$ cat src/inc/mcdec_consts.vh
`ifndef MCDEC_CONSTS_VH
`define MCDEC_CONSTS_VH

// Clocks per machine cycle.
`define MCDEC_CLK_PER_MC 2

// Instruction byte lengths.
`define MCDEC_LEN_1     2'd1
`define MCDEC_LEN_2     2'd2
`define MCDEC_LEN_3     2'd3

// Execution times in machine cycles.
`define MCDEC_MC_W      3
`define MCDEC_MC_1      3'd1
`define MCDEC_MC_2      3'd2
`define MCDEC_MC_4      3'd4

// Operation classes.
`define MCDEC_OP_W      5
`define MCDEC_OP_NONE   5'h00
`define MCDEC_OP_ADD    5'h01
`define MCDEC_OP_ADDC   5'h02
`define MCDEC_OP_SUBB   5'h03
`define MCDEC_OP_INC    5'h04
`define MCDEC_OP_DEC    5'h05
`define MCDEC_OP_MUL    5'h06
`define MCDEC_OP_DIV    5'h07
`define MCDEC_OP_DA     5'h08
`define MCDEC_OP_AND    5'h09
`define MCDEC_OP_OR     5'h0a
`define MCDEC_OP_XOR    5'h0b
`define MCDEC_OP_CLR    5'h0c
`define MCDEC_OP_CPL    5'h0d
`define MCDEC_OP_SWAP   5'h0e
`define MCDEC_OP_RL     5'h0f
`define MCDEC_OP_RLC    5'h10
`define MCDEC_OP_RR     5'h11
`define MCDEC_OP_RRC    5'h12
`define MCDEC_OP_MOV    5'h13
`define MCDEC_OP_MOVC   5'h14
`define MCDEC_OP_MOVX   5'h15
`define MCDEC_OP_PUSH   5'h16
`define MCDEC_OP_POP    5'h17
`define MCDEC_OP_XCH    5'h18
`define MCDEC_OP_XCHD   5'h19
`define MCDEC_OP_SETB   5'h1a
`define MCDEC_OP_ANLC   5'h1b

// Operand locations.
`define MCDEC_LOC_W     4
`define MCDEC_LOC_NONE  4'h0
`define MCDEC_LOC_ACC   4'h1
`define MCDEC_LOC_REG   4'h2
`define MCDEC_LOC_DIR   4'h3
`define MCDEC_LOC_IND   4'h4
`define MCDEC_LOC_IMM   4'h5
`define MCDEC_LOC_DATA_POINTER16  4'h6
`define MCDEC_LOC_CODEA 4'h7
`define MCDEC_LOC_CODEP 4'h8
`define MCDEC_LOC_XIND  4'h9
`define MCDEC_LOC_XDPTR 4'ha
`define MCDEC_LOC_CARRY 4'hb
`define MCDEC_LOC_BIT   4'hc
`define MCDEC_LOC_STACK 4'hd
`define MCDEC_LOC_IMM16 4'he
`define MCDEC_LOC_INDLO 4'hf

// Low opcode bits pick the bank register.
`define MCDEC_REG_LSB   0
`define MCDEC_REG_W     3

`endif

$ cat src/rtl/mcdec_mc_timer.v
`include "mcdec_consts.vh"

// Counts machine cycles of two clocks each for the execution sequencer.
module mcdec_mc_timer #(
	parameter CNT_W = 3
) (
	input  wire             i_clk,
	input  wire             i_nrst,
	input  wire             i_start,
	input  wire [CNT_W-1:0] i_cycles,
	output reg              o_busy,
	output reg              o_done
);
	reg [CNT_W-1:0] mc_reg;
	reg             phase_reg;

	always @(posedge i_clk or negedge i_nrst) begin
		if (!i_nrst) begin
			mc_reg    <= {CNT_W{1'b0}};
			phase_reg <= 1'b0;
			o_busy    <= 1'b0;
			o_done    <= 1'b0;
		end else begin
			o_done <= 1'b0;
			if (i_start && !o_busy) begin
				mc_reg    <= i_cycles;
				phase_reg <= 1'b0;
				o_busy    <= 1'b1;
			end else if (o_busy) begin
				// Phase toggles each clock, so one machine cycle is two clocks. [RL2]
				phase_reg <= ~phase_reg;
				if (phase_reg) begin
					mc_reg <= mc_reg - {{(CNT_W-1){1'b0}}, 1'b1};
					if (mc_reg == {{(CNT_W-1){1'b0}}, 1'b1}) begin
						o_busy <= 1'b0;
						o_done <= 1'b1;
					end
				end
			end
		end
	end
endmodule // mcdec_mc_timer

$ cat src/rtl/mcdec_opcode_decoder.v
`include "mcdec_consts.vh"

// How it works
// (RL1) Every defined opcode reports a length of one, two or three bytes.
// (RL2) A machine cycle is two clocks; times count whole machine cycles.
// (RL3) Multiply A4 and divide 84 are one byte, four cycles.
// (RL4) Add: register 28-2F, direct 25, indirect 26-27, immediate 24; one cycle.
// (RL5) Add with carry: 38-3F, 35, 36-37, 34; one cycle each.
// (RL6) Subtract with borrow: 98-9F, 95, 96-97, 94; one cycle each.
// (RL7) Increment 04, 08-0F, 05, 06-07 one cycle; pointer increment A3 two.
// (RL8) Decrement 14, 18-1F, 15, 16-17 and decimal adjust D4 one cycle.
// (RL9) AND 58-5F, 55, 56-57, 54, 52 one cycle; 53 three bytes two cycles.
// (RL10) OR 48-4F, 45, 46-47, 44, 42 one cycle; 43 three bytes two cycles.
// (RL11) XOR 68-6F, 65, 66-67, 64, 62 one cycle; 63 three bytes two cycles.
// (RL12) Clear E4, complement F4, swap C4, rotates 23, 33, 03, 13: one cycle.
// (RL13) Loads to A: E8-EF, E5, E6-E7, 74; one cycle each.
// (RL14) Bank register from A F8-FF one, direct A8-AF two, immediate 78-7F one.
// (RL15) Direct from A F5 one cycle; 88-8F, 86-87, 85, 75 two cycles.
// (RL16) Indirect from A F6-F7 one, direct A6-A7 two, immediate 76-77 one.
// (RL17) Code reads 93 and 83 two cycles; pointer load 90 three bytes two.
// (RL18) External transfers E2-E3, F2-F3, E0, F0 take two cycles.
// (RL19) Push C0 and pop D0 are two bytes, two cycles.
// (RL20) Exchanges C8-CF, C5, C6-C7 and nibble exchange D6-D7 one cycle.
// (RL21) Bit ops C3, C2, D3, D2, B3, B2 one cycle; bit forms two bytes.
// (RL22) AND bit into carry 82 is two bytes, two cycles.
// (RL23) Eight-code blocks take the bank register from the low three opcode bits.
// (RL24) Class, source, destination, length and cycles appear in the cycle after the fetch cycle.
module mcdec_opcode_decoder #(
	parameter CNT_W = 3
) (
	input  wire                    i_clk,
	input  wire                    i_nrst,
	input  wire                    i_opcode_valid,
	input  wire [7:0]              i_opcode,
	output reg                     o_valid,
	output reg                     o_defined,
	output reg  [`MCDEC_OP_W-1:0]  o_op,
	output reg  [`MCDEC_LOC_W-1:0] o_src,
	output reg  [`MCDEC_LOC_W-1:0] o_dst,
	output reg  [1:0]              o_len,
	output reg  [CNT_W-1:0]        o_cycles,
	output reg  [`MCDEC_REG_W-1:0] o_bank_register,
	output reg                     o_exec_busy,
	output reg                     o_exec_done
);
	reg [`MCDEC_OP_W-1:0]  op_next;
	reg [`MCDEC_LOC_W-1:0] src_next;
	reg [`MCDEC_LOC_W-1:0] dst_next;
	reg [1:0]              len_next;
	reg [CNT_W-1:0]        cyc_next;
	reg                    def_next;
	wire                   busy_w;
	wire                   done_w;
	wire                   accept_w;

	// Operand of a four-group ALU column: low nibble 4 imm, 5 dir, 6-7 ind, 8-F reg.
	function [`MCDEC_LOC_W-1:0] alu_src;
		input [3:0] lo;
		begin
			if (lo[3])
				alu_src = `MCDEC_LOC_REG;
			else if (lo[2:1] == 2'b11)
				alu_src = `MCDEC_LOC_IND;
			else if (lo[0])
				alu_src = `MCDEC_LOC_DIR;
			else
				alu_src = `MCDEC_LOC_IMM;
		end
	endfunction

	// Direct and immediate forms carry one operand byte.
	function [1:0] src_len;
		input [`MCDEC_LOC_W-1:0] loc;
		begin
			if (loc == `MCDEC_LOC_DIR || loc == `MCDEC_LOC_IMM)
				src_len = `MCDEC_LEN_2;
			else
				src_len = `MCDEC_LEN_1;
		end
	endfunction

	// Widens a machine-cycle count to the timer's counter width.
	function [CNT_W-1:0] mc_cnt;
		input [`MCDEC_MC_W-1:0] mc;
		begin
			mc_cnt                  = {CNT_W{1'b0}};
			mc_cnt[`MCDEC_MC_W-1:0] = mc;
		end
	endfunction

	// Every path starts from these defaults, so no branch can leave a latch behind.
	always @* begin
		op_next  = `MCDEC_OP_NONE;
		src_next = `MCDEC_LOC_NONE;
		dst_next = `MCDEC_LOC_NONE;
		len_next = `MCDEC_LEN_1;
		cyc_next = mc_cnt(`MCDEC_MC_1);
		def_next = 1'b1;
		// ALU column, low nibble 4 to F, for add/addc/subb/or/and/xor.
		if (i_opcode[3:0] >= 4'h4 && (i_opcode[7:4] == 4'h2 || i_opcode[7:4] == 4'h3 ||
			i_opcode[7:4] == 4'h9 || i_opcode[7:4] == 4'h4 || i_opcode[7:4] == 4'h5 ||
			i_opcode[7:4] == 4'h6) ) begin
			src_next = alu_src(i_opcode[3:0]);
			dst_next = `MCDEC_LOC_ACC;
			len_next = src_len(alu_src(i_opcode[3:0])); // [RL1]
			case (i_opcode[7:4])
				4'h2: op_next = `MCDEC_OP_ADD; // [RL4]
				4'h3: op_next = `MCDEC_OP_ADDC; // [RL5]
				4'h9: op_next = `MCDEC_OP_SUBB; // [RL6]
				4'h4: op_next = `MCDEC_OP_OR; // [RL10]
				4'h5: op_next = `MCDEC_OP_AND; // [RL9]
				default: op_next = `MCDEC_OP_XOR; // [RL11]
			endcase
		end else if (i_opcode[3:0] >= 4'h5 && (i_opcode[7:4] == 4'h0 ||
			i_opcode[7:4] == 4'h1 || i_opcode[7:4] == 4'he)) begin
			// Increment, decrement, load A; the 4 slot is handled below.
			src_next = alu_src(i_opcode[3:0]);
			dst_next = src_next;
			len_next = src_len(src_next);
			if (i_opcode[7:4] == 4'h0)
				op_next = `MCDEC_OP_INC; // [RL7]
			else if (i_opcode[7:4] == 4'h1)
				op_next = `MCDEC_OP_DEC; // [RL8]
			else begin
				op_next  = `MCDEC_OP_MOV; // [RL13]
				dst_next = `MCDEC_LOC_ACC;
			end
		end else if (i_opcode[7:4] == 4'hf && i_opcode[3:0] >= 4'h5) begin
			op_next  = `MCDEC_OP_MOV; // [RL14] [RL15] [RL16]
			src_next = `MCDEC_LOC_ACC;
			dst_next = alu_src(i_opcode[3:0]);
			len_next = src_len(dst_next);
		end else if (i_opcode[7:4] == 4'hc && i_opcode[3:0] >= 4'h5) begin
			op_next  = `MCDEC_OP_XCH; // [RL20]
			src_next = alu_src(i_opcode[3:0]);
			dst_next = `MCDEC_LOC_ACC;
			len_next = src_len(src_next);
		end else if (i_opcode[7:4] == 4'h7 && i_opcode[3:0] >= 4'h4) begin
			op_next  = `MCDEC_OP_MOV; // [RL13] [RL14] [RL15] [RL16]
			src_next = `MCDEC_LOC_IMM;
			dst_next = (i_opcode[3:0] == 4'h4) ? `MCDEC_LOC_ACC : alu_src(i_opcode[3:0]);
			len_next = (i_opcode[3:0] == 4'h5) ? `MCDEC_LEN_3 : `MCDEC_LEN_2;
			if (i_opcode[3:0] == 4'h5)
				cyc_next = mc_cnt(`MCDEC_MC_2);
		end else if ((i_opcode[7:4] == 4'h8 || i_opcode[7:4] == 4'ha) &&
			i_opcode[3:0] >= 4'h6) begin
			// Moves through the direct byte take two cycles.
			op_next  = `MCDEC_OP_MOV; // [RL14] [RL15] [RL16]
			cyc_next = mc_cnt(`MCDEC_MC_2);
			len_next = `MCDEC_LEN_2;
			if (i_opcode[7:4] == 4'h8) begin
				src_next = alu_src(i_opcode[3:0]);
				dst_next = `MCDEC_LOC_DIR;
			end else begin
				src_next = `MCDEC_LOC_DIR;
				dst_next = alu_src(i_opcode[3:0]);
			end
		end else begin
			case (i_opcode)
				8'h85: begin
					op_next  = `MCDEC_OP_MOV; // [RL15]
					src_next = `MCDEC_LOC_DIR;
					dst_next = `MCDEC_LOC_DIR;
					len_next = `MCDEC_LEN_3;
					cyc_next = mc_cnt(`MCDEC_MC_2);
				end
				8'ha4, 8'h84: begin
					op_next  = (i_opcode == 8'ha4) ? `MCDEC_OP_MUL : `MCDEC_OP_DIV; // [RL3]
					src_next = `MCDEC_LOC_ACC;
					dst_next = `MCDEC_LOC_ACC;
					cyc_next = mc_cnt(`MCDEC_MC_4);
				end
				8'h04, 8'h14: begin
					op_next  = i_opcode[4] ? `MCDEC_OP_DEC : `MCDEC_OP_INC; // [RL7] [RL8]
					src_next = `MCDEC_LOC_ACC;
					dst_next = `MCDEC_LOC_ACC;
				end
				8'ha3: begin
					op_next  = `MCDEC_OP_INC; // [RL7]
					src_next = `MCDEC_LOC_DATA_POINTER16;
					dst_next = `MCDEC_LOC_DATA_POINTER16;
					cyc_next = mc_cnt(`MCDEC_MC_2);
				end
				8'hd4, 8'he4, 8'hf4, 8'hc4, 8'h23, 8'h33, 8'h03, 8'h13: begin
					src_next = `MCDEC_LOC_ACC; // [RL8] [RL12]
					dst_next = `MCDEC_LOC_ACC;
					case (i_opcode)
						8'hd4: op_next = `MCDEC_OP_DA;
						8'he4: op_next = `MCDEC_OP_CLR;
						8'hf4: op_next = `MCDEC_OP_CPL;
						8'hc4: op_next = `MCDEC_OP_SWAP;
						8'h23: op_next = `MCDEC_OP_RL;
						8'h33: op_next = `MCDEC_OP_RLC;
						8'h03: op_next = `MCDEC_OP_RR;
						default: op_next = `MCDEC_OP_RRC;
					endcase
				end
				8'h42, 8'h52, 8'h62, 8'h43, 8'h53, 8'h63: begin
					op_next  = (i_opcode[6:4] == 3'h4) ? `MCDEC_OP_OR :
						(i_opcode[6:4] == 3'h5) ? `MCDEC_OP_AND : `MCDEC_OP_XOR; // [RL9]
					src_next = i_opcode[0] ? `MCDEC_LOC_IMM : `MCDEC_LOC_ACC; // [RL10] [RL11]
					dst_next = `MCDEC_LOC_DIR;
					len_next = i_opcode[0] ? `MCDEC_LEN_3 : `MCDEC_LEN_2;
					cyc_next = i_opcode[0] ? mc_cnt(`MCDEC_MC_2) :
						mc_cnt(`MCDEC_MC_1);
				end
				8'h93, 8'h83, 8'h90: begin
					op_next  = (i_opcode == 8'h90) ? `MCDEC_OP_MOV : `MCDEC_OP_MOVC; // [RL17]
					src_next = (i_opcode == 8'h90) ? `MCDEC_LOC_IMM16 :
						(i_opcode == 8'h93) ? `MCDEC_LOC_CODEA : `MCDEC_LOC_CODEP;
					dst_next = (i_opcode == 8'h90) ? `MCDEC_LOC_DATA_POINTER16 : `MCDEC_LOC_ACC;
					len_next = (i_opcode == 8'h90) ? `MCDEC_LEN_3 : `MCDEC_LEN_1;
					cyc_next = mc_cnt(`MCDEC_MC_2);
				end
				8'he2, 8'he3, 8'hf2, 8'hf3, 8'he0, 8'hf0: begin
					op_next  = `MCDEC_OP_MOVX; // [RL18]
					src_next = i_opcode[4] ? `MCDEC_LOC_ACC :
						(i_opcode[1] ? `MCDEC_LOC_XIND : `MCDEC_LOC_XDPTR);
					dst_next = !i_opcode[4] ? `MCDEC_LOC_ACC :
						(i_opcode[1] ? `MCDEC_LOC_XIND : `MCDEC_LOC_XDPTR);
					cyc_next = mc_cnt(`MCDEC_MC_2);
				end
				8'hc0, 8'hd0: begin
					op_next  = i_opcode[4] ? `MCDEC_OP_POP : `MCDEC_OP_PUSH; // [RL19]
					src_next = i_opcode[4] ? `MCDEC_LOC_STACK : `MCDEC_LOC_DIR;
					dst_next = i_opcode[4] ? `MCDEC_LOC_DIR : `MCDEC_LOC_STACK;
					len_next = `MCDEC_LEN_2;
					cyc_next = mc_cnt(`MCDEC_MC_2);
				end
				8'hd6, 8'hd7: begin
					op_next  = `MCDEC_OP_XCHD; // [RL20]
					src_next = `MCDEC_LOC_INDLO;
					dst_next = `MCDEC_LOC_ACC;
				end
				8'hc3, 8'hc2, 8'hd3, 8'hd2, 8'hb3, 8'hb2: begin
					op_next  = (i_opcode[7:4] == 4'hc) ? `MCDEC_OP_CLR :
						(i_opcode[7:4] == 4'hd) ? `MCDEC_OP_SETB : `MCDEC_OP_CPL; // [RL21]
					src_next = i_opcode[0] ? `MCDEC_LOC_CARRY : `MCDEC_LOC_BIT;
					dst_next = src_next;
					len_next = i_opcode[0] ? `MCDEC_LEN_1 : `MCDEC_LEN_2;
				end
				8'h82: begin
					op_next  = `MCDEC_OP_ANLC; // [RL22]
					src_next = `MCDEC_LOC_BIT;
					dst_next = `MCDEC_LOC_CARRY;
					len_next = `MCDEC_LEN_2;
					cyc_next = mc_cnt(`MCDEC_MC_2);
				end
				default: begin
					// Branches and the rest are not this block's; flag them undefined.
					def_next = 1'b0;
					len_next = `MCDEC_LEN_1;
				end
			endcase
		end
	end

	// An opcode is taken only while the timer is idle; later ones are dropped.
	assign accept_w = i_opcode_valid && !busy_w;

	// Registered so that outputs settle in the cycle after the opcode is fetched. [RL24]
	always @(posedge i_clk or negedge i_nrst) begin
		if (!i_nrst) begin
			o_valid         <= 1'b0;
			o_defined       <= 1'b0;
			o_op            <= `MCDEC_OP_NONE;
			o_src           <= `MCDEC_LOC_NONE;
			o_dst           <= `MCDEC_LOC_NONE;
			o_len           <= `MCDEC_LEN_1;
			o_cycles        <= mc_cnt(`MCDEC_MC_1);
			o_bank_register <= {`MCDEC_REG_W{1'b0}};
			o_exec_busy     <= 1'b0;
			o_exec_done     <= 1'b0;
		end else begin
			o_valid     <= accept_w;
			o_exec_busy <= busy_w;
			o_exec_done <= done_w;
			// Fields hold between accepted opcodes, so the sequencer may read them while busy.
			if (accept_w) begin
				o_defined       <= def_next;
				o_op            <= op_next; // [RL24]
				o_src           <= src_next;
				o_dst           <= dst_next;
				o_len           <= len_next; // [RL1]
				o_cycles        <= cyc_next; // [RL2]
				o_bank_register <= i_opcode[`MCDEC_REG_LSB +: `MCDEC_REG_W]; // [RL23]
			end
		end
	end

	// The timer paces execution; opcodes offered while it runs are ignored.
	mcdec_mc_timer #(
		.CNT_W (CNT_W)
	) u_timer (
		.i_clk    (i_clk),
		.i_nrst   (i_nrst),
		.i_start  (accept_w && def_next),
		.i_cycles (cyc_next),
		.o_busy   (busy_w),
		.o_done   (done_w)
	);
endmodule // mcdec_opcode_decoder

$ cat config.mk
export PLATFORM = sky130hd
export DESIGN_NAME = mcdec_opcode_decoder
export DESIGN_NICKNAME = d
export VERILOG_FILES = /design/src/rtl/mcdec_mc_timer.v /design/src/rtl/mcdec_opcode_decoder.v
export VERILOG_INCLUDE_DIRS = /design/src /design/src/inc
export SDC_FILE = /design/constraint.sdc
export NUM_CORES = 1
export LEC_CHECK = 0
export BUFFER_PORTS_ARGS = -buffer_cell sky130_fd_sc_hd__buf_2
export CORE_MARGIN = 2
export CORE_UTILIZATION = 40
export DETAILED_ROUTE_END_ITERATION = 10
export HOLD_SLACK_MARGIN = 0.06
export PLACE_DENSITY = 0.59
export SKIP_LAST_GASP = 1
export SLEW_MARGIN = 25
export SYNTH_ARGS = -nofsm -noshare
export SYNTH_HDL_FRONTEND = slang
export SYNTH_HIERARCHICAL = 1
export SYNTH_SLANG_ARGS = --single-unit
$ cat constraint.sdc
create_clock -name i_clk -period 4.4 [get_ports i_clk]
set_input_delay 1.32 -clock i_clk [delete_from_list [all_inputs] [get_ports i_clk]]
set_output_delay 1.32 -clock i_clk [all_outputs]
set_load 0.02 [all_outputs]
* Yosys cells after proc, flatten, opt, wreduce, memory -nomap -nowiden *
Index checks and enable logic that the tools add are counted.

operators by class
  $add $sub $neg = 1
  order comparisons = 3
  equal/unequal tests = 68
  mux-type cells = 105
  bitwise logic cells = 1
  reductions and logical operators = 41

operators by type and width
  kind                count
  $eq 8x8->1 const B  28
  $mux 4              34
  $pmux 5 s12         1
  $mux 5              10
  $eq 8x7->1 const B  6
  $mux 3              15
  $eq 4x3->1 const B  10
  $pmux 4 s10         1
  $reduce_or 40->1    1
  $pmux 5 s7          1
  $mux 2              17
  $pmux 4 s8          1
  $eq 4x4->1 const B  7
  $reduce_or 14->1    2
  $eq 4x2->1 const B  6
  $mux 1              22
  $pmux 4 s5          1
  $reduce_or 6->1     3
  $eq 8x5->1 const B  2
  $eq 8x6->1 const B  2
  $ge 4x3->1 const B  3
  $logic_or 1x1->1    12
  $reduce_or 12->1    1
  $pmux 2 s5          1
  18 further kinds    32

storage, ports and cells
  bits in registers = 31
  input bits = 11
  output and inout bits = 25
  word-level logic and storage cells = 233

* Logic depth before layout (Yosys ltp) *
Gate-level depths: netlist of run 1.

  depth after elaboration = 15
  depth in mapped cells = 12
  depth with buffers taken out = 9

* Cells and area by module *
The synthesis of run 1 kept the hierarchy.

modules (own cells, without submodules)
  module                instances  cells an instance  area an instance (um^2)  seq. area each (um^2)
  mcdec_opcode_decoder  1          320                2472.4                   628.1
  mcdec_mc_timer        1          30                 307.8                    150.1

* Least setup slack after synthesis of run 1 *
OpenSTA, ideal clock, no wires.

  path type = input -> register
  from = input i_opcode[6]
  to = register u_timer.mc_reg[1]
  setup time = 0.127 ns
  arrival = 3.056 ns
  data required time = 4.273 ns
  slack = 1.217 ns
  cell stages on the path = 12
  buffers on the path = 3
  path through = buf_4 buf_6 buf_4 nand2_1 nor3_1 nand2_1 nand4_1 nor4_1 nor2_1 nor2b_1 a211oi_1 a21oi_1

on the way
  longest elaborated chain between the ends = 13
  elaborated cells between the ends (all ways) = 92
  those cells by class = 53 x eq/ne; 15 x mux; 24 x reduce/logical

ends and longest elaborated chain
  element                                                         line                                                    RTL
  from (decl)                                                     mcdec_opcode_decoder.v:34                               input wire [7:0] i_opcode,
  $eq 8x8->1 (tied with other cells)                              mcdec_opcode_decoder.v:159                              case (i_opcode)
  $reduce_or 40->1 (no line) or $logic_or 1x1->1 (tied branches)  n/a
  $mux 1 or $logic_and 1x1->1 (tied branches)                     mcdec_opcode_decoder.v:159, mcdec_opcode_decoder.v:145
  $mux 1                                                          mcdec_opcode_decoder.v:145                              end else if ((i_opcode[7:4] == 4'h8 || i_opcode[7:4] == 4'ha) &&
  $mux 1                                                          mcdec_opcode_decoder.v:138                              end else if (i_opcode[7:4] == 4'h7 && i_opcode[3:0] >= 4'h4) begin
  $mux 1                                                          mcdec_opcode_decoder.v:133                              end else if (i_opcode[7:4] == 4'hc && i_opcode[3:0] >= 4'h5) begin
  $mux 1                                                          mcdec_opcode_decoder.v:128                              end else if (i_opcode[7:4] == 4'hf && i_opcode[3:0] >= 4'h5) begin
  $mux 1                                                          mcdec_opcode_decoder.v:114                              end else if (i_opcode[3:0] >= 4'h5 && (i_opcode[7:4] == 4'h0 ||
  $mux 1                                                          mcdec_opcode_decoder.v:100                              if (i_opcode[3:0] >= 4'h4 && (i_opcode[7:4] == 4'h2 || i_opcode[7:4] == 4'h3 ||
  $logic_and 1x1->1                                               mcdec_opcode_decoder.v:297                              .i_start (accept_w && def_next),
  $logic_and 1x1->1                                               mcdec_mc_timer.v:25                                     if (i_start && !o_busy) begin
  $reduce_bool 2->1 (no line)                                     n/a
  $reduce_and 2->1 (no line)                                      n/a
  to (signal assigned)                                            mcdec_mc_timer.v:19                                     mc_reg <= {CNT_W{1'b0}};
  to (signal assigned)                                            mcdec_mc_timer.v:26                                     mc_reg <= i_cycles;
  to (signal assigned)                                            mcdec_mc_timer.v:33                                     mc_reg <= mc_reg - {{(CNT_W-1){1'b0}}, 1'b1};
  to (decl)                                                       mcdec_mc_timer.v:14                                     reg [CNT_W-1:0] mc_reg;

Parallel ways exist; a longest one is shown, timed or not.
A chain may end at the register's enable or synchronous reset.

* Worst setup path in the final report of run 1 *
  from = input i_opcode[5]
  to = register u_timer.mc_reg[0]

The elaborated chain is that of the path after synthesis.

==> metrics.csv, run 1 <==
stage,metric,value,unit
floorplanning,I/O pins,36,
floorplanning,die area,7630,µm²
layout,Largest regs,"o_op x5, o_dst x4, o_src x4",
worst_hold_path,hold depth,0,
setup_path,end of the worst register-to-register path,o_dst[1],
setup_path,CP Class,in -> reg,
floorplanning,Die W,87.4,µm
logic_synthesis,post-synthesis cell area,2780,µm²
logic_synthesis,Synth Warn #,6,
setup_path,Most Frequent Cell on Critical Path,nor2_1,
layout,multi-input logic area,1760,µm²
global_route,largest net degree at the start of global routing,32,
layout,Final Cell Area,3090,µm²
floorplanning,Die Y-Extent,87.4,µm
timing,RSZ-0062 raised after global routing,no,
logic_synthesis,Compound-Gate Fraction of Synth Area,0.296,
place,Placement Cell Area,2970,µm²
global_route,antenna violations before repair,0,
pwr,leakage power,1.30,nW
drt,WL per Instance,20.4,µm
logic_synthesis,largest family of logic cells by synthesized area,simple AND/OR/NAND/NOR gates,
layout,Register Area,778,µm²
timing,Worst Skew,0.00712,ns
clock_tree,CTS sink cnt,31,
timing,worst slew pin tran,0.779,ns
timing,max_slew headroom,0.475,
setup_path,slowest cell delay on critical path,0.43,ns
layout,filler cell count,683,
layout,synthesis-to-layout area growth,11.0,%
logic_synthesis,register area share after synthesis,0.280,
drt,Antenna Nets Post-Route,0,
global_route,gr ovfl total,0,
clock_tree,CTS tree,built,
logic_synthesis,"Avg Cell Area, Syn",7.94,µm²
place,DPL Wire Length,6790,µm
drt,drt drc,0,
setup_path,worst r2r src,u_timer/o_busy,
timing,Final period util,0.839,
timing,total negative setup slack,0,ns
setup_path,type of origin of the critical path,input pin,
clock_tree,Resized Gates After CTS,0,
drt,total wire length,9360,µm
layout,max reg flops,5,
drt,DRT Pass-1 Iters,5,
clock_tree,clock-pin slew on the worst setup and hold paths,0.07,ns
floorplanning,Site Rows,30,
layout,n_diodes,0,
setup_path,buffers plus inverters on the worst setup path,1,
worst_hold_path,Hold Path Class,reg -> reg,
place,GP Congestion,1.01,
setup_path,r2r worst-path depth,6,
worst_hold_path,WHS Endpoint,o_exec_done,
layout,share of post-route cells with drive strength above 1,0.219,
logic_synthesis,Synth Area in Adders,0.00900,
timing,final max-slew violation count,0,
clock_tree,H-tree depth,2,
logic_synthesis,Simple-Gate Fraction of Synth Area,0.313,
pwr,VDD IR max,0.170,mV
pwr,"Power, Total",0.00134,W
status,status,"finished, final reports clean",
pwr,P per Cell Area,435,nW/µm²
clock_tree,Max Root-Sink Buffers,2,
logic_synthesis,number of distinct library cells after synthesis,80,
timing,minimum hold slack,0.354,ns
layout,Nets,391,
logic_synthesis,mux share of post-synthesis cell area,0.0126,
layout,"Core Util, Final",0.457,
place,PortBufs,35,
global_route,vias in the first global route,2918,
setup_path,Crit-path slowest cell,o21ai_0,
logic_synthesis,Cells after Synth,350,
drt,vias per cell,6.71,
setup_path,R2R Setup Slk,2.17,ns
logic_synthesis,Post-synth EDFFs,0,
logic_synthesis,fraction of registers with async set or reset after synthesis,1.00,
setup_path,"Data required, critical path",4.57,ns
logic_synthesis,Syn Nets,363,
floorplanning,core area,6760,µm²
logic_synthesis,Synth Flop Type,dfrtp_1,
global_route,Tot GR Track Use,0.254,
layout,Top reg by flops,o_op,
flow_run,Max-Cap Viols,0,
drt,DRT iter0 DRCs,546,
clock_tree,Root Driver,clkbuf_8,
drt,Vias,3079,
setup_path,Crit path max-delay family,simple AND/OR/NAND/NOR gates,
setup_path,worst path arrival time,3.86,ns
timing,Final Hold Fails,0,
timing,minimum clock period,3.69,ns
logic_synthesis,"FF+latch count, synth",31,
floorplanning,Initial Util,0.411,
setup_path,Crit. End Element,register,
clock_tree,CTS Hold Bufs,0,
timing,final setup fails,0,
global_route,first-pass GRT wire length,15200,µm
setup_path,"critical path, cell by cell",buf_2 > and2_1 > a211oi_1 > o21ai_0 > o211ai_1 > nor4_1 > nor2_1 > nor2_1 > nor2_1 > o21a_1,
clock_tree,Setup Buffers After CTS,0,
logic_synthesis,xor/xnor share of the synthesized area,0.00315,
clock_tree,CTS Buf Count,5,
worst_hold_path,worst hold start,u_timer/o_done,
timing,Highest Clock Rate,271,MHz
clock_tree,clk_lat worst skew,0.27,ns
setup_path,"critical path fanouts, max",20,
==> layer usage <==
metal,wire length [µm],up-vias,track usage
met5,0,-,0
met4,475,0,0.140
met3,951,53,0.0550
met2,4210,233,0.385
met1,3720,1419,0.335
li1,-,1374,-
==> worst max path at each step <==
stage | startpoint | end | depth (start not counted)
after floorplan | i_opcode[6] | u_timer/mc_reg[1] | 12
after global placement | i_opcode[5] | u_timer/mc_reg[0] | 10
after detailed placement | i_opcode[5] | u_timer/mc_reg[0] | 10
after CTS | i_opcode[5] | u_timer/mc_reg[0] | 10
after global routing | i_opcode[5] | u_timer/mc_reg[0] | 10
final | i_opcode[5] | u_timer/mc_reg[0] | 10
==> kinds of logic (layout without fill, tap and decap cells) <==
| kind of cell | count (synthesis) | count (layout) |
|---|---|---|
| AND/OR/NAND/NOR | 161 | 161 |
| AO/OA/AOI/OAI | 114 | 114 |
| buffers and inverters | 38 | 67 |
| flip-flops | 31 | 31 |
| multiplexers | 3 | 3 |
| adder cells (fa/ha/maj) | 2 | 2 |
| XOR/XNOR | 1 | 1 |
==> synth_stat cells (all sizes together) (3+ instances only) <==
library cell,number,area share
nor3,15,0.036
nand4,3,0.0068
or4,4,0.012
inv,5,0.0068
nor2b,7,0.016
a31oi,18,0.046
o21ai,23,0.041
a21o,3,0.0081
a211oi,6,0.018
nor2,40,0.054
o211ai,4,0.013
a2111oi,3,0.014
nor4,4,0.0090
nor3b,3,0.0099
nand3,15,0.027
a221o,3,0.011
clkbuf,6,0.0081
a22oi,4,0.011
nand2b,7,0.016
buf,25,0.069
dfrtp,29,0.26
and2,3,0.0068
a22o,5,0.016
a21oi,17,0.031
and3,6,0.014
nand2,39,0.054
==> report_power, final <==
part | internal [W] | total, W | switching (W)
combinational | 0.000213 | 0.000579 | 0.000366
sequential | 0.000406 | 0.000481 | 0.0000756
clock | 0.000183 | 0.000283 | 0.000100
total | 0.000801 | 0.00134 | 0.000542
==> area by class of cell <==
type,count,share of cell area
inverter,7,0.00852
timing repair buffer,52,0.0981
clock buffer,6,0.0268
multi-input combinational,281,0.571
sequential,31,0.252
tap,80,0.0324
clock inverter,2,0.0114
==> through the flow <==
step / cells / worst slack [ns]
global route: 459 / 0.570
floorplan: 350 / 1.22
global placement: 451 / 0.541
finish: 459 / 0.710
detailed placement: 451 / 0.530
CTS: 459 / 0.821
==> layout by cell type (no fill, tap or decap), types with 3 or more instances in the layout <==
cell and n:
a21o_1 3, a22o_1 5, o211ai_1 3, buf_2 35, nor2_1 40, or4_1 3, nor3_1 11, nor3_2 3
nor2b_1 7, nand2_1 38, nand4_1 3, nand2b_1 7, and2_1 3, nor4_1 4, a211oi_1 5, clkbuf_8 6
a31oi_1 17, dfrtp_1 29, nand3_1 15, buf_4 17, a21oi_1 17, a221o_1 3, a22oi_1 4, inv_1 5
and3_1 6, o21ai_0 21
Note: power is estimated with default switching activity, not from simulation.
==> inputs of run 2 (changes only) <==
==> constraint.sdc (replaced) <==
create_clock -name i_clk -period 3.75 [get_ports i_clk]
set_input_delay 1.125 -clock i_clk [delete_from_list [all_inputs] [get_ports i_clk]]
set_output_delay 1.125 -clock i_clk [all_outputs]
set_load 0.02 [all_outputs]
==> run 2 against run 1 <==
Effect of this change:
- flip-flop and latch count stayed put
- via count is 2.2% higher
- total power is 13% higher
- largest cell class unchanged
- largest power group unchanged
- highest routed layer unchanged
==> metrics.csv, run 2 (synthesized netlist as in run 1, its figures left out) <==
stage,metric,value,unit
drt,DRT iter0 DRCs,420,
timing,Final period util,0.878,
setup_path,worst path arrival time,3.44,ns
drt,DRT Pass-1 Iters,6,
drt,Antenna Nets Post-Route,0,
floorplanning,Die W,87.4,µm
global_route,Tot GR Track Use,0.270,
clock_tree,CTS sink cnt,31,
global_route,first-pass GRT wire length,15800,µm
clock_tree,CTS Buf Count,5,
timing,total negative setup slack,0,ns
setup_path,"Data required, critical path",3.89,ns
floorplanning,I/O pins,36,
pwr,leakage power,1.37,nW
layout,max reg flops,5,
floorplanning,core area,6760,µm²
layout,Largest regs,"o_op x5, o_dst x4, o_src x4",
clock_tree,Root Driver,clkbuf_8,
timing,final max-slew violation count,0,
setup_path,"critical path fanouts, max",23,
drt,total wire length,10100,µm
drt,drt drc,0,
pwr,VDD IR max,0.236,mV
floorplanning,Initial Util,0.411,
setup_path,type of origin of the critical path,input pin,
drt,vias per cell,6.63,
clock_tree,Max Root-Sink Buffers,2,
place,Placement Cell Area,3090,µm²
pwr,P per Cell Area,478,nW/µm²
floorplanning,Die Y-Extent,87.4,µm
place,GP Congestion,1.03,
layout,most frequent cells in the layout,"nor2_1 (40), nand2_1 (38), buf_2 (35)",
layout,Final Cell Area,3180,µm²
status,status,"finished, final reports clean",
clock_tree,CTS tree,built,
timing,worst slew pin tran,0.692,ns
layout,share of post-route cells with drive strength above 1,0.248,
pwr,"Power, Total",0.00152,W
place,DPL Wire Length,7580,µm
drt,Vias,3148,
place,PortBufs,35,
global_route,gr ovfl total,0,
flow_run,Max-Cap Viols,0,
timing,RSZ-0062 raised after global routing,no,
layout,Top reg by flops,o_op,
clock_tree,Setup Buffers After CTS,0,
timing,Final Hold Fails,0,
layout,synthesis-to-layout area growth,14.4,%
global_route,largest net degree at the start of global routing,32,
clock_tree,H-tree depth,2,
timing,Highest Clock Rate,304,MHz
layout,"most common cell after layout, fill and taps aside",nor2_1,
timing,max_slew headroom,0.539,
drt,WL per Instance,21.3,µm
clock_tree,Resized Gates After CTS,0,
floorplanning,die area,7630,µm²
timing,minimum clock period,3.29,ns
global_route,antenna violations before repair,0,
timing,Worst Skew,0.00371,ns
timing,final setup fails,0,
layout,Nets,407,
clock_tree,clk_lat worst skew,0.27,ns
setup_path,Crit. End Element,register,
worst_hold_path,Hold Path Class,reg -> reg,
clock_tree,CTS Hold Bufs,0,
setup_path,CP Class,in -> reg,
global_route,vias in the first global route,2974,
layout,n_diodes,0,
floorplanning,Site Rows,30,
clock_tree,clock-pin slew on the worst setup and hold paths,0.06,ns
[run 2: area by class of cell]
class,instances,area [µm²]
fillers,710,3580
multi-input cells,281,1760
flip-flops and latches,31,778
repair buffers,68,423
well taps,80,100
clock buffers,7,86.3
inverters,7,26.3
clock inverters,1,5.00
[run 2: path summary, 6_finish.rpt]
check                          startpoint                end  slack [ns]  cells after the start
hold reg to reg            u_timer/o_done        o_exec_done        0.36                      0
setup reg to reg           u_timer/o_busy           o_src[2]        1.67                      5
max in group asynchronous          i_nrst           o_len[1]        2.44                      1
hold / removal             u_timer/o_done        o_exec_done        0.36                      0
setup / recovery              i_opcode[0]  u_timer/mc_reg[2]        0.46                      9
min in group asynchronous          i_nrst           o_src[1]        0.88                      1
[run 2: stage by stage]
stage	util	std cells	hold WS (ns)	setup slack, ns
2_1_floorplan	-	350	0.331	0.762
3_3_place_gp	0.457	467	0.342	0.209
3_5_place_dp	0.457	467	0.351	0.193
4_1_cts	0.471	475	0.365	0.488
5_1_grt	0.471	475	0.375	0.284
6_report	0.471	475	0.359	0.457
[run 2: power by group]
group	total [W]	switching (W)	internal [W]	leakage (nW)
clock	0.000263	0.000116	0.000148	0.0482
combinational	0.000696	0.000435	0.000261	0.942
sequential	0.000561	0.0000854	0.000476	0.379
total	0.00152	0.000636	0.000885	1.37
[run 2: critical path, cell delays in order]
cell and delay, ns:
buf_2 0.24, nor4_1 0.55, o21ai_0 0.23, a21boi_0 0.40, nor4_1 0.14, nor2_1 0.32
nor2b_1 0.10, a211oi_1 0.26, a21oi_1 0.07
[run 2: per-layer routing]
metal / share of wire / global-route usage
met2: 0.45 / 0.426
met1: 0.41 / 0.354
met5: 0 / 0
met4: 0.049 / 0.127
met3: 0.091 / 0.0531
==> inputs of run 3 (changes only) <==
--- a/config.mk
+++ b/config.mk
@@ -8,10 +8,10 @@
 export LEC_CHECK = 0
 export BUFFER_PORTS_ARGS = -buffer_cell sky130_fd_sc_hd__buf_2
 export CORE_MARGIN = 2
-export CORE_UTILIZATION = 40
+export CORE_UTILIZATION = 35
 export DETAILED_ROUTE_END_ITERATION = 10
 export HOLD_SLACK_MARGIN = 0.06
-export PLACE_DENSITY = 0.59
+export PLACE_DENSITY = 0.53
 export SKIP_LAST_GASP = 1
 export SLEW_MARGIN = 25
 export SYNTH_ARGS = -nofsm -noshare
==> run 3 against run 2 <==
Effect of this change:
- final cell count rose by 3.6%
- routed wire length fell by 0.20%
- core utilization fell by 6.0 points
- sequential power barely moved
- final area fell by 0.31%
- critical path type unchanged
- count of clock-buffer cells in the layout did not move
==> metrics.csv, run 3 (synthesized netlist as in run 1, its figures left out) <==
stage,metric,value,unit
clock_tree,Root Driver,clkbuf_8,
floorplanning,Site Rows,32,
floorplanning,Die W,93.1,µm
global_route,largest net degree at the start of global routing,32,
clock_tree,Max Root-Sink Buffers,2,
layout,max reg flops,5,
place,worst slack at placement,0.253,ns
global_route,vias in the first global route,3024,
drt,DRT iter0 DRCs,314,
layout,Nets,402,
setup_path,R2R Setup Slk,1.50,ns
flow_run,Max-Cap Viols,0,
drt,WL per Instance,20.5,µm
place,GP Congestion,1.05,
worst_hold_path,worst hold start,u_timer/o_done,
global_route,antenna violations before repair,0,
timing,RSZ-0062 raised after global routing,no,
floorplanning,Die Y-Extent,93.1,µm
layout,share of post-route cells with drive strength above 1,0.238,
clock_tree,clock-pin slew on the worst setup and hold paths,0.07,ns
timing,total negative setup slack,0,ns
clock_tree,CTS Buf Count,5,
worst_hold_path,hold depth,0,
floorplanning,core area,7730,µm²
clock_tree,clk_lat worst skew,0.28,ns
clock_tree,CTS tree,built,
setup_path,r2r worst-path depth,6,
global_route,first-pass GRT wire length,16700,µm
setup_path,Crit. End Element,register,
drt,DRT Pass-1 Iters,5,
setup_path,end of the worst register-to-register path,o_dst[1],
pwr,Pint,0.000879,W
drt,Vias,3068,
pwr,Flop pwr share,0.368,
clock_tree,Setup Buffers After CTS,0,
worst_hold_path,WHS Endpoint,o_exec_done,
timing,Final Hold Fails,0,
status,status,"finished, final reports clean",
place,DPL Wire Length,7600,µm
setup_path,"critical path fanouts, max",26,
clock_tree,Resized Gates After CTS,0,
drt,total wire length,10100,µm
floorplanning,die area,8670,µm²
pwr,Psw,0.000635,W
layout,n_diodes,0,
timing,Highest Clock Rate,307,MHz
setup_path,worst r2r src,u_timer/o_busy,
drt,vias per cell,6.24,
pwr,leakage power,1.34,nW
timing,Worst Skew,0.00534,ns
place,PortBufs,35,
floorplanning,Initial Util,0.360,
timing,post-route worst setup slack,0.490,ns
timing,max_slew headroom,0.503,
pwr,Comb power frac,0.454,
timing,minimum clock period,3.26,ns
drt,drt drc,0,
pwr,P per Cell Area,478,nW/µm²
global_route,gr ovfl total,0,
setup_path,CP Class,in -> reg,
pwr,VDD IR max,0.245,mV
setup_path,type of origin of the critical path,input pin,
timing,final setup fails,0,
setup_path,worst path arrival time,3.43,ns
drt,Antenna Nets Post-Route,0,
layout,"most common cell after layout, fill and taps aside",nor2_1,
worst_hold_path,Hold Path Class,reg -> reg,
layout,Top reg by flops,o_op,
setup_path,"Data required, critical path",3.92,ns
pwr,clock share of power,0.178,
timing,worst slew pin tran,0.735,ns
clock_tree,CTS sink cnt,31,
global_route,Tot GR Track Use,0.247,
layout,synthesis-to-layout area growth,14.0,%
floorplanning,I/O pins,36,
layout,Largest regs,"o_op x5, o_dst x4, o_src x4",
layout,most frequent cells in the layout,"nor2_1 (40), nand2_1 (38), buf_2 (35)",
pwr,switching share of power,0.420,
timing,final max-slew violation count,0,
timing,Final period util,0.869,
setup_path,Critical Path Start,i_opcode[6],
timing,minimum hold slack,0.352,ns
clock_tree,H-tree depth,2,
clock_tree,CTS Hold Bufs,0,
## run 3: power by group through the flow
stage	combinational (W)	clock [W]	sequential, W
global placement	0.000690	0	0.000563
global route	0.000758	0.000294	0.000581
floorplan	0.000353	0	0.000684
detailed placement	0.000686	0	0.000567
finish	0.000687	0.000269	0.000558
CTS	0.000689	0.000277	0.000561
## run 3: routing by layer
layer,vias up,part of all wire,GRT usage
li1,1399,-,-
met1,1461,0.44,0.322
met2,157,0.43,0.372
met3,51,0.071,0.0596
met4,0,0.056,0.140
met5,-,0,0
## run 3: worst max-delay path by stage
stage / to / slack, ns / depth (start not counted)
after floorplan: u_timer/mc_reg[1] / 0.76 / 12
after global placement: u_timer/mc_reg[2] / 0.24 / 9
after detailed placement: u_timer/mc_reg[0] / 0.25 / 10
after CTS: u_timer/mc_reg[0] / 0.53 / 10
after global routing: u_timer/mc_reg[1] / 0.28 / 8
final: u_timer/mc_reg[0] / 0.49 / 10
## run 3: worst max-delay path: stages
cell and delay [ns]:
buf_2 0.41, nand2b_1 0.20, nor2_1 0.11, o21ai_0 0.41, o211ai_1 0.16, nor4_1 0.38, nor2_1 0.19, nor2_1 0.21
nor2_1 0.07, o21a_1 0.17
## run 3: final cells by class
cell class	instances	area (µm²)
repair buffers	63	385
flip-flops and latches	31	778
clock inverters	1	5.00
inverters	7	26.3
clock buffers	7	86.3
fillers	817	4560
multi-input cells	281	1760
well taps	102	128
## run 3: through the flow
step / area (µm²) / total power (W) / cells / utilization
final: 3170 / 0.00151 / 492 / 0.410
after global routing: 3170 / 0.00163 / 492 / 0.410
after CTS: 3170 / 0.00153 / 492 / 0.410
after detailed placement: 3080 / 0.00125 / 484 / 0.398
after global placement: 3080 / 0.00125 / 484 / 0.398
after floorplan: 2780 / 0.00104 / 350 / -
